## config.mk

```make
export PLATFORM = sky130hd
export DESIGN_NAME = cgpd_power_ctrl
export DESIGN_NICKNAME = d
export VERILOG_FILES = /design/src/hw/cgpd_pkg.sv /design/src/hw/cgpd_div_if.sv /design/src/hw/cgpd_power_ctrl.sv /design/src/hw/cgpd_standby_divider.sv
export VERILOG_INCLUDE_DIRS = /design/src /design/src/hw
export SDC_FILE = /design/constraint.sdc
export NUM_CORES = 1
export LEC_CHECK = 0
export ABC_AREA = 1
export BUFFER_PORTS_ARGS = -buffer_cell sky130_fd_sc_hd__buf_4
export CAP_MARGIN = 0
export CORE_MARGIN = 4
export CORE_UTILIZATION = 46
export DETAILED_ROUTE_END_ITERATION = 8
export PLACE_DENSITY_LB_ADDON = 0.1
export SKIP_CTS_REPAIR_TIMING = 1
export SYNTH_ARGS = -nofsm -noshare
export SYNTH_HDL_FRONTEND = slang
export SYNTH_SLANG_ARGS = --single-unit
```

## constraint.sdc

```tcl
create_clock -name ref_clk_in -period 1.7 [get_ports ref_clk_in]
set_input_delay 0.425 -clock ref_clk_in [delete_from_list [all_inputs] [get_ports ref_clk_in]]
set_output_delay 0.425 -clock ref_clk_in [all_outputs]
set_load 0.01 [all_outputs]
```

## src/hw/cgpd_cfg.svh

```systemverilog
// constants for the clock generator power-down control
`ifndef CGPD_CFG_SVH
`define CGPD_CFG_SVH

// width of the stand-by divider code
`define CGPD_DIV_CODE_W 4
// reset value of the stand-by divider code
`define CGPD_DIV_CODE_RESET 4'h8
// divisor = base - 2 * code, so the half period is half_base - code
`define CGPD_DIV_HALF_BASE 5'h11
// code substituted when software leaves the code at zero
`define CGPD_DIV_CODE_SAFE 4'h1
// width of the half-period counter
`define CGPD_DIV_CNT_W 5
// reset value of the mode-select (power-down) bit
`define CGPD_MODE_BIT_RESET 1'b0
// reset level of the synchronised sleep pin (awake)
`define CGPD_SLEEP_IDLE 1'b1
// level of the memory clock when the divider starts
`define CGPD_DIV_START_LEVEL 1'b1

`endif

```

## src/hw/cgpd_pkg.sv

```systemverilog
// types shared by the power-down control modules
package cgpd_pkg;

    // operating state of the clock generator
    typedef enum logic [1:0] {
        CGPD_RUN,
        CGPD_STANDBY1,
        CGPD_STANDBY2
    } cgpd_state_type;

    // stand-by divider code
    typedef logic [3:0] cgpd_code_type;

endpackage

```

## src/hw/cgpd_div_if.sv

```systemverilog
// carrier between the state logic and the stand-by divider
`timescale 1ns/1ps
interface cgpd_div_if;
    logic run;
    cgpd_pkg::cgpd_code_type code;
    logic div_clk;

    // state logic side
    modport ctrl (output run, output code, input div_clk);
    // divider side
    modport div (input run, input code, output div_clk);
endinterface

```

## src/hw/cgpd_power_ctrl.sv

```systemverilog
// power-down control of a dual-pll clock generator
// How it works
// - sleep low, mode bit zero: stand-by one
// - stand-by one: plls stopped, video high
// - stand-by one: memory clock is reference divided
// - divisor equals 34 minus twice the code, code zero acting as one
// - stand-by two: all clocks, oscillator stopped
// - registers keep contents through stand-by two
// - stand-by weakens pull-up; floating pin wakes
// - sleep pin high returns to normal
// - programming refused during any stand-by
`timescale 1ns/1ps
`include "cgpd_cfg.svh"
module cgpd_power_ctrl (
    input wire logic ref_clk_in,
    input wire logic reset_n_in,
    input wire logic sleep_request_n_in,
    input wire logic cfg_wr_in,
    input wire logic cfg_powerdown_bit_in,
    input wire logic div_wr_in,
    input wire logic [3:0] div_code_in,
    input wire logic pll_video_clk_in,
    input wire logic pll_mem_clk_in,
    output logic video_clock_out,
    output logic mem_clock_out,
    output logic pll_run_out,
    output logic ref_osc_run_out,
    output logic sleep_pullup_weak_out,
    output logic [1:0] standby_state_out,
    output logic mode_config_out,
    output logic [3:0] standby_divider_code_out,
    output logic prog_refused_out
);
    // two-stage synchroniser for the sleep pin
    logic sleep_meta_r;
    logic sleep_sync_r;

    // state machine
    cgpd_pkg::cgpd_state_type state_r;
    cgpd_pkg::cgpd_state_type state_nxt;

    // programmed registers
    logic mode_config_register_r;
    logic mode_config_register_nxt;
    cgpd_pkg::cgpd_code_type standby_divider_code_r;
    cgpd_pkg::cgpd_code_type standby_divider_code_nxt;

    // registered outputs
    logic video_clock_r;
    logic video_clock_nxt;
    logic mem_clock_r;
    logic mem_clock_nxt;
    logic pll_run_r;
    logic ref_osc_run_r;
    logic pullup_weak_r;
    logic refused_r;
    logic refused_nxt;

    // decoded state
    logic in_run;
    logic in_standby1;
    logic in_standby2;
    logic write_req;
    logic write_ok;
    cgpd_pkg::cgpd_code_type divider_code_eff;
    logic sleep_asked;
    logic next_awake;
    logic next_osc_on;

    // true only in the state in which the plls and all clocks run
    function automatic logic is_awake(input cgpd_pkg::cgpd_state_type s);
        return (s == cgpd_pkg::CGPD_RUN);
    endfunction

    // true in every state that still needs the reference oscillator
    function automatic logic osc_needed(input cgpd_pkg::cgpd_state_type s);
        return (s != cgpd_pkg::CGPD_STANDBY2);
    endfunction

    cgpd_div_if div_bus ();

    // the pin is asynchronous to the reference clock
    always_ff @(posedge ref_clk_in) begin
        if (!reset_n_in) begin
            sleep_meta_r <= `CGPD_SLEEP_IDLE;
            sleep_sync_r <= `CGPD_SLEEP_IDLE;
        end else begin
            sleep_meta_r <= sleep_request_n_in;
            sleep_sync_r <= sleep_meta_r;
        end
    end

    // state decode
    assign in_run = is_awake(state_r);
    assign in_standby1 = (state_r == cgpd_pkg::CGPD_STANDBY1);
    assign in_standby2 = !osc_needed(state_r);

    // a low pin asks for stand-by; a pin driven or floated high asks for run
    assign sleep_asked = !sleep_sync_r;

    // choose the stand-by mode when the pin falls, leave when it rises
    always_comb begin
        state_nxt = state_r;
        case (state_r)
            cgpd_pkg::CGPD_RUN: begin
                if (sleep_asked) begin
                    if (mode_config_register_r) begin
                        state_nxt = cgpd_pkg::CGPD_STANDBY2;
                    end else begin
                        state_nxt = cgpd_pkg::CGPD_STANDBY1;
                    end
                end
            end
            cgpd_pkg::CGPD_STANDBY1: begin
                if (sleep_sync_r) begin
                    state_nxt = cgpd_pkg::CGPD_RUN;
                end
            end
            cgpd_pkg::CGPD_STANDBY2: begin
                if (sleep_sync_r) begin
                    state_nxt = cgpd_pkg::CGPD_RUN;
                end
            end
            default: begin
                state_nxt = cgpd_pkg::CGPD_RUN;
            end
        endcase
    end

    // state register
    always_ff @(posedge ref_clk_in) begin
        if (!reset_n_in) begin
            state_r <= cgpd_pkg::CGPD_RUN;
        end else begin
            state_r <= state_nxt;
        end
    end

    // power controls follow the next state, so they switch together with the state register
    assign next_awake = is_awake(state_nxt);
    assign next_osc_on = osc_needed(state_nxt);

    // writes only land while running; also blocked in the cycle stand-by is entered
    assign write_req = cfg_wr_in | div_wr_in;
    assign write_ok = in_run && next_awake;
    assign refused_nxt = write_req && !write_ok;

    // register contents are only ever changed by an accepted write
    assign mode_config_register_nxt = (cfg_wr_in && write_ok) ? cfg_powerdown_bit_in : mode_config_register_r;
    assign standby_divider_code_nxt = (div_wr_in && write_ok) ? div_code_in : standby_divider_code_r;

    // programmed registers
    always_ff @(posedge ref_clk_in) begin
        if (!reset_n_in) begin
            mode_config_register_r <= `CGPD_MODE_BIT_RESET;
            standby_divider_code_r <= `CGPD_DIV_CODE_RESET;
        end else begin
            mode_config_register_r <= mode_config_register_nxt;
            standby_divider_code_r <= standby_divider_code_nxt;
        end
    end

    // code zero has no divisor; fall back to the slowest one
    assign divider_code_eff = (standby_divider_code_r == 4'h0) ? `CGPD_DIV_CODE_SAFE : standby_divider_code_r;

    // divider runs only in stand-by one
    assign div_bus.run = in_standby1;
    assign div_bus.code = divider_code_eff;

    cgpd_standby_divider u_divider (
        .ref_clk_in(ref_clk_in),
        .reset_n_in(reset_n_in),
        .div_port(div_bus)
    );

    // output clock selection per state
    assign video_clock_nxt = in_run ? pll_video_clk_in : in_standby1;
    assign mem_clock_nxt = in_run ? pll_mem_clk_in : (in_standby1 && div_bus.div_clk);

    // clock output flops keep the pins free of decode glitches
    always_ff @(posedge ref_clk_in) begin
        if (!reset_n_in) begin
            video_clock_r <= 1'b0;
            mem_clock_r <= 1'b0;
        end else begin
            video_clock_r <= video_clock_nxt;
            mem_clock_r <= mem_clock_nxt;
        end
    end

    // power controls for the plls, the oscillator and the pin's pull-up
    always_ff @(posedge ref_clk_in) begin
        if (!reset_n_in) begin
            pll_run_r <= 1'b1;
            ref_osc_run_r <= 1'b1;
            pullup_weak_r <= 1'b0;
        end else begin
            pll_run_r <= next_awake;
            ref_osc_run_r <= next_osc_on;
            pullup_weak_r <= !next_awake;
        end
    end

    // one-cycle pulse for a refused write
    always_ff @(posedge ref_clk_in) begin
        if (!reset_n_in) begin
            refused_r <= 1'b0;
        end else begin
            refused_r <= refused_nxt;
        end
    end

    // outputs
    assign video_clock_out = video_clock_r;
    assign mem_clock_out = mem_clock_r;
    assign pll_run_out = pll_run_r;
    assign ref_osc_run_out = ref_osc_run_r;
    assign sleep_pullup_weak_out = pullup_weak_r;
    assign standby_state_out = {in_standby2, in_standby1};
    assign mode_config_out = mode_config_register_r;
    assign standby_divider_code_out = standby_divider_code_r;
    assign prog_refused_out = refused_r;
endmodule

```

## src/hw/cgpd_standby_divider.sv

```systemverilog
// divides the reference clock by the stand-by divisor
`timescale 1ns/1ps
`include "cgpd_cfg.svh"
module cgpd_standby_divider (
    input wire logic ref_clk_in,
    input wire logic reset_n_in,
    cgpd_div_if.div div_port
);
    logic [`CGPD_DIV_CNT_W-1:0] cnt_r;
    logic [`CGPD_DIV_CNT_W-1:0] cnt_nxt;
    logic level_r;
    logic level_nxt;
    logic [`CGPD_DIV_CNT_W-1:0] half_period;
    logic half_done;

    // half period in reference cycles: 17 - code gives divisor 34 - 2 * code
    assign half_period = `CGPD_DIV_HALF_BASE - {1'b0, div_port.code};
    assign half_done = (cnt_r == half_period - 5'h01);

    // counter restarts whenever the divider is idle, so each stand-by starts clean
    assign cnt_nxt = !div_port.run ? '0 : (half_done ? '0 : cnt_r + 5'h01);
    assign level_nxt = !div_port.run ? `CGPD_DIV_START_LEVEL : (half_done ? ~level_r : level_r);

    // counter and output level
    always_ff @(posedge ref_clk_in) begin
        if (!reset_n_in) begin
            cnt_r <= '0;
            level_r <= `CGPD_DIV_START_LEVEL;
        end else begin
            cnt_r <= cnt_nxt;
            level_r <= level_nxt;
        end
    end

    assign div_port.div_clk = level_r;
endmodule

```

## Word-level counts from Yosys, hierarchy flattened

Index checks and enable logic that the tools add are counted.

- Input bits: 12
- Output and inout port bits: 13
- Bits in registers: 21

- $add $sub $neg: 3
- Equality and inequality tests: 5
- Bitwise operators: 4
- Mux-type cells: 7
- Reduce and logical (&&, ||, !) cells: 14

Operators by type and width:

| cell | number |
|---|---|
| $mux 2 | 3 |
| $add 5x1->5 const B | 1 |
| $eq 5x5->1 | 1 |
| $logic_and 1x1->1 | 5 |
| $sub 5x1->5 const B | 1 |
| $sub 5x4->5 const A | 1 |
| $logic_not 2->1 | 2 |
| $logic_not 4->1 | 1 |
| $mux 4 | 1 |
| $ne 2x2->1 const B | 2 |
| $pmux 2 s2 | 1 |
| $logic_not 1->1 | 3 |
| $not 1->1 | 3 |
| $reduce_or 3->1 | 1 |
| $eq 2x1->1 const B | 1 |
| $eq 2x2->1 const B | 1 |
| $mux 1 | 2 |
| $reduce_and 2->1 | 1 |
| $reduce_or 2->1 | 1 |
| $or 1x1->1 | 1 |

## Depth between registers and ports, before layout

- Depth in word-level cells: 7
- Mapped depth: 11
- Depth with buffers taken out: 11

## Modules after synthesis

From an unflattened synthesis, not the netlist that was laid out.

- Cell total of the unflattened synthesis: 154
- Area, all modules: 1074.8 sq um

By module, submodules not included:

| module | times used | seq. area each (sq um) | cells an instance | area each (sq um) |
|---|---|---|---|---|
| cgpd_power_ctrl | 1 | 300.3 | 86 | 670.6 |
| cgpd_standby_divider | 1 | 120.1 | 68 | 404.1 |

## Worst setup path before layout

No wires, ideal clock.

- Path type: register to register
- Start: register standby_divider_code_r[2] (netlist: standby_divider_code_out[2])
- End: register u_divider.cnt_r[0]
- Required time: 1.583 ns
- Stages on the path, launching flop included: 10
- Arrival time: 1.524 ns
- Setup time: 0.117 ns
- Path slack: 0.058 ns
- Cells stage by stage: dfxtp_1 > inv_2 > a31oi_1 > ha_1 > xnor2_1 > nand3_1 > a21oi_1 > nand2_1 > nand2_2 > nor2_1

- Longest elaborated chain between the ends: 6

Ends and longest elaborated chain:

| item | RTL line | text |
|---|---|---|
| start, declared | cgpd_power_ctrl.sv:45 | `cgpd_pkg::cgpd_code_type standby_divider_code_r;` |
| start signal, assigned | cgpd_power_ctrl.sv:156 | `` standby_divider_code_r <= `CGPD_DIV_CODE_RESET; `` |
| start signal, assigned | cgpd_power_ctrl.sv:159 | `standby_divider_code_r <= standby_divider_code_nxt;` |
| $logic_not 4->1 | cgpd_power_ctrl.sv:164 | `` assign divider_code_eff = (standby_divider_code_r == 4'h0) ? `CGPD_DIV_CODE_SAFE : standby_divider_code_r; `` |
| $mux 4 * | cgpd_power_ctrl.sv:164 |  |
| $sub 5x4->5 (no line) * | - |  |
| $sub 5x1->5 * | cgpd_standby_divider.sv:18 | `assign half_done = (cnt_r == half_period - 5'h01);` |
| $eq 5x5->1 * | cgpd_standby_divider.sv:18 |  |
| $reduce_or 3->1 (no line) * | - |  |
| end signal, assigned | cgpd_standby_divider.sv:30 | `cnt_r <= cnt_nxt;` |
| end, declared | cgpd_standby_divider.sv:9 | `` logic [`CGPD_DIV_CNT_W-1:0] cnt_r; `` |

Mark *: on every way between the ends. The rest lies on a longest branch, timed or not.
A chain may end at the register's enable or synchronous reset.

## Worst setup path in the final report

Same ends and word-level chain as after synthesis.

==> impl_metrics.toml <==
[timing]
finalWorstSetupSlack_ns = 0.117
fin_tns_setup_ns = 0
worst_pin_slew_ns = 0.233
timing_max_transition_violations_final = 0
setup_viol = 0
fin_worst_skew_ns = 0.00510
rsz0062_at_grt = "true"
final.min_clock_period_ns = 1.58
maxSlewHeadroom_pct = 84.4
max_clock_freq_mhz = 632
finalCritPeriodShare_pct = 93.1
hold_viol_final = 0

[setup_path]
worst-endpoint-arrival_ns = 1.79
cp_max_fo = 5
crit_type = "reg -> reg"
startpoint_type = "flop"
worst_setup_path_end_kind = "flop"
required_time_at_the_endpoint_of_the_critical_path_ns = 1.90

[flow_run]
max_cap_viols = 0

[final_layout]
layout-area-overhead-vs-synth_pct = 32.3
n_fill_cell = 183
final_layout_size_suffix_gt1_share_pct = 35.4
finished_layout_cells = 191
design.final.nets = 183
n_antenna_cell = 0

[synth]
synth.avg_cell_area_um2 = 7.57
ys_types = 21
synthCells = 133
synth-warning-count = 0
syn-cell-area_um2 = 1010
seq_area_frac_synth_pct = 41.7
synth_nets = 151
ff_latch_count_synth = 21

[detailed_routing]
wire_per_inst_um = 10.8
detail_route.drc_violations = 0
drt_first_pass_iters = 4
route.vias.total = 887
via_per_instance_ratio = 4.64
drt_iter0_markers = 11
drt_wl_total_um = 2070
antenna_left = 0

[pwr]
powerDensity_nw_per_um2 = 825
leakage_nw = 0.658
power.clock.fraction_pct = 22.2
design_internal_power_w = 0.000763
vdd_ir_drop_max_uv = 595
pwr-share-seq_pct = 49.3
switching_power_w = 0.000337
switching_share_pct = 30.6
power.combinational.fraction_pct = 28.5

[grt]
grtUsageTotal_pct = 15.8
antenna_violations_before_repair = 0
grt-ovfl-total = 0
grt_pass1_vias = 807
grt_first_pass_wirelength_um = 3390
grt_start_max_net_pins = 13

[placed_design]
placed_cells = 185
dp_hpwl_um = 1520
routabilityCongestion = 0.847
dp_worst_setup_slack_ns = 0.0305
port_buffers = 24

[clock_network]
tritoncts_num_sinks = 21
cts-buffers-inserted = 3
htreeDepth = 1
cts_buffer_depth = 2
cts_tree = "built"
insertion_delay_ns = 0.31
clk_root_buffer_cell = "sky130_fd_sc_hd__clkbuf_4"
clk_transition_reported_paths_ns = 0.12

[worst_hold_path]
worst_hold_path_type = "in -> reg"

[floorplanning]
die_area_um2 = 3000
start_util_pct = 49.8
die_x_um = 54.8
io_pins = 25
die_height_um = 54.8
fp-row-count = 16
core_footprint_um2 = 2020

[status]
status = "finished clean"
## kinds of logic after synthesis
logic type | share of synthesized area (%)
fa+ha+maj | 7.45
flops | 41.7
buf+inv | 8.70
simple gates | 34.3
compound gates | 2.61
xor+xnor | 5.22
## stage by stage
stage	utilization [%]	area [um^2]	hold WS, ns	power [W]
5_1_grt	65.9	1330	0.277	0.00117
3_3_place_gp	60.9	1230	0.394	0.000808
2_1_floorplan	-	1010	0.393	0.000714
4_1_cts	62.3	1260	0.282	0.00106
6_report	65.9	1330	0.292	0.00110
3_5_place_dp	60.9	1230	0.397	0.000814
## state kept, by name (all words and copies together), names as in the netlist
register,flops
mem_clock_out,1
mode_config_out,1
prog_refused_out,1
standby_divider_code_out,4
state_r,2
sleep_sync_r,1
sleep_pullup_weak_out,1
u_divider.cnt_r,5
pll_run_out,1
video_clock_out,1
sleep_meta_r,1
u_divider.div_port.div_clk,1
ref_osc_run_out,1
## layout by cell type, fill, tap and decap left out, types with 2 or more instances in the layout
cell and n:
sky130_fd_sc_hd__nor2_2 2, sky130_fd_sc_hd__nand4_1 3, sky130_fd_sc_hd__inv_2 3, sky130_fd_sc_hd__inv_1 12
sky130_fd_sc_hd__nor2_1 16, sky130_fd_sc_hd__xnor2_1 3, sky130_fd_sc_hd__xor2_1 3, sky130_fd_sc_hd__nand2_2 5
sky130_fd_sc_hd__ha_1 5, sky130_fd_sc_hd__nand3_1 14, sky130_fd_sc_hd__or2_2 2, sky130_fd_sc_hd__dfxtp_1 16
sky130_fd_sc_hd__clkbuf_4 3, sky130_fd_sc_hd__nand3b_1 2, sky130_fd_sc_hd__dfxtp_2 5, sky130_fd_sc_hd__nand2_1 28
sky130_fd_sc_hd__a21oi_1 2, sky130_fd_sc_hd__buf_4 31
## path summary, 6_finish.rpt
path                            slack, ns                         from  cells after the start                  to
worst max-delay path                 0.12  standby_divider_code_out[2]                     11  u_divider.cnt_r[0]
worst min-delay path                 0.29           sleep_request_n_in                      2        sleep_meta_r
worst max register to register       0.12  standby_divider_code_out[2]                     11  u_divider.cnt_r[0]
worst min register to register       0.43                 sleep_meta_r                      1        sleep_sync_r
## synthesized netlist by cell type
master	instances	share of area (%)
sky130_fd_sc_hd__o21ai_0	1	0.50
sky130_fd_sc_hd__ha_1	6	7.5
sky130_fd_sc_hd__nand2_2	5	3.1
sky130_fd_sc_hd__nand4_2	1	1.2
sky130_fd_sc_hd__nand3_1	14	7.0
sky130_fd_sc_hd__buf_4	3	2.2
sky130_fd_sc_hd__inv_2	3	1.1
sky130_fd_sc_hd__dfxtp_1	21	42
sky130_fd_sc_hd__xor2_1	3	2.6
sky130_fd_sc_hd__or2_2	2	1.2
sky130_fd_sc_hd__nand2_1	29	11
sky130_fd_sc_hd__nor2_1	17	6.3
sky130_fd_sc_hd__nand3b_1	2	1.5
sky130_fd_sc_hd__buf_2	1	0.50
sky130_fd_sc_hd__nor2_2	1	0.62
sky130_fd_sc_hd__a31oi_1	1	0.62
sky130_fd_sc_hd__nand4_1	3	1.9
sky130_fd_sc_hd__or2_1	1	0.62
sky130_fd_sc_hd__a21oi_1	3	1.5
sky130_fd_sc_hd__xnor2_1	3	2.6
sky130_fd_sc_hd__inv_1	13	4.8
## metal layers
layer / GRT usage (%) / wire length, um / vias up
met5: 0 / 0 / -
met4: 7.47 / 34 / 0
met3: 3.54 / 176 / 5
met2: 23.6 / 802 / 27
met1: 21.3 / 1060 / 379
li1: - / - / 476
## power groups by stage
stage	registers [W]	clock network [W]	logic, W
5_1_grt	0.000546	0.000270	0.000351
3_3_place_gp	0.000547	0	0.000261
6_report	0.000542	0.000244	0.000313
4_1_cts	0.000537	0.000257	0.000269
2_1_floorplan	0.000559	0	0.000155
3_5_place_dp	0.000548	0	0.000266
## final cells by class
type	instances	area, um^2	share of cell area [%]
Clock buffer	3	22.5	1.69
Clock inverter	1	5.00	0.376
Inverter	16	62.6	4.69
Multi-Input combinational cell	92	549	41.2
Sequential cell	21	427	32.0
Tap cell	27	33.8	2.54
Timing Repair Buffer	31	233	17.5
## critical path, cell delays in order, from the launching register on
cell and delay [ns]:
sky130_fd_sc_hd__dfxtp_2 0.35, sky130_fd_sc_hd__inv_2 0.05, sky130_fd_sc_hd__a31oi_4 0.21, sky130_fd_sc_hd__ha_4 0.18
sky130_fd_sc_hd__xor2_1 0.15, sky130_fd_sc_hd__nand2_1 0.07, sky130_fd_sc_hd__nand2_1 0.05, sky130_fd_sc_hd__nand2_1 0.05
sky130_fd_sc_hd__nor2_2 0.14, sky130_fd_sc_hd__nand2_2 0.09, sky130_fd_sc_hd__nand2_4 0.10, sky130_fd_sc_hd__nor2_1 0.04
No activity file was read; power rests on OpenSTA's default activity.
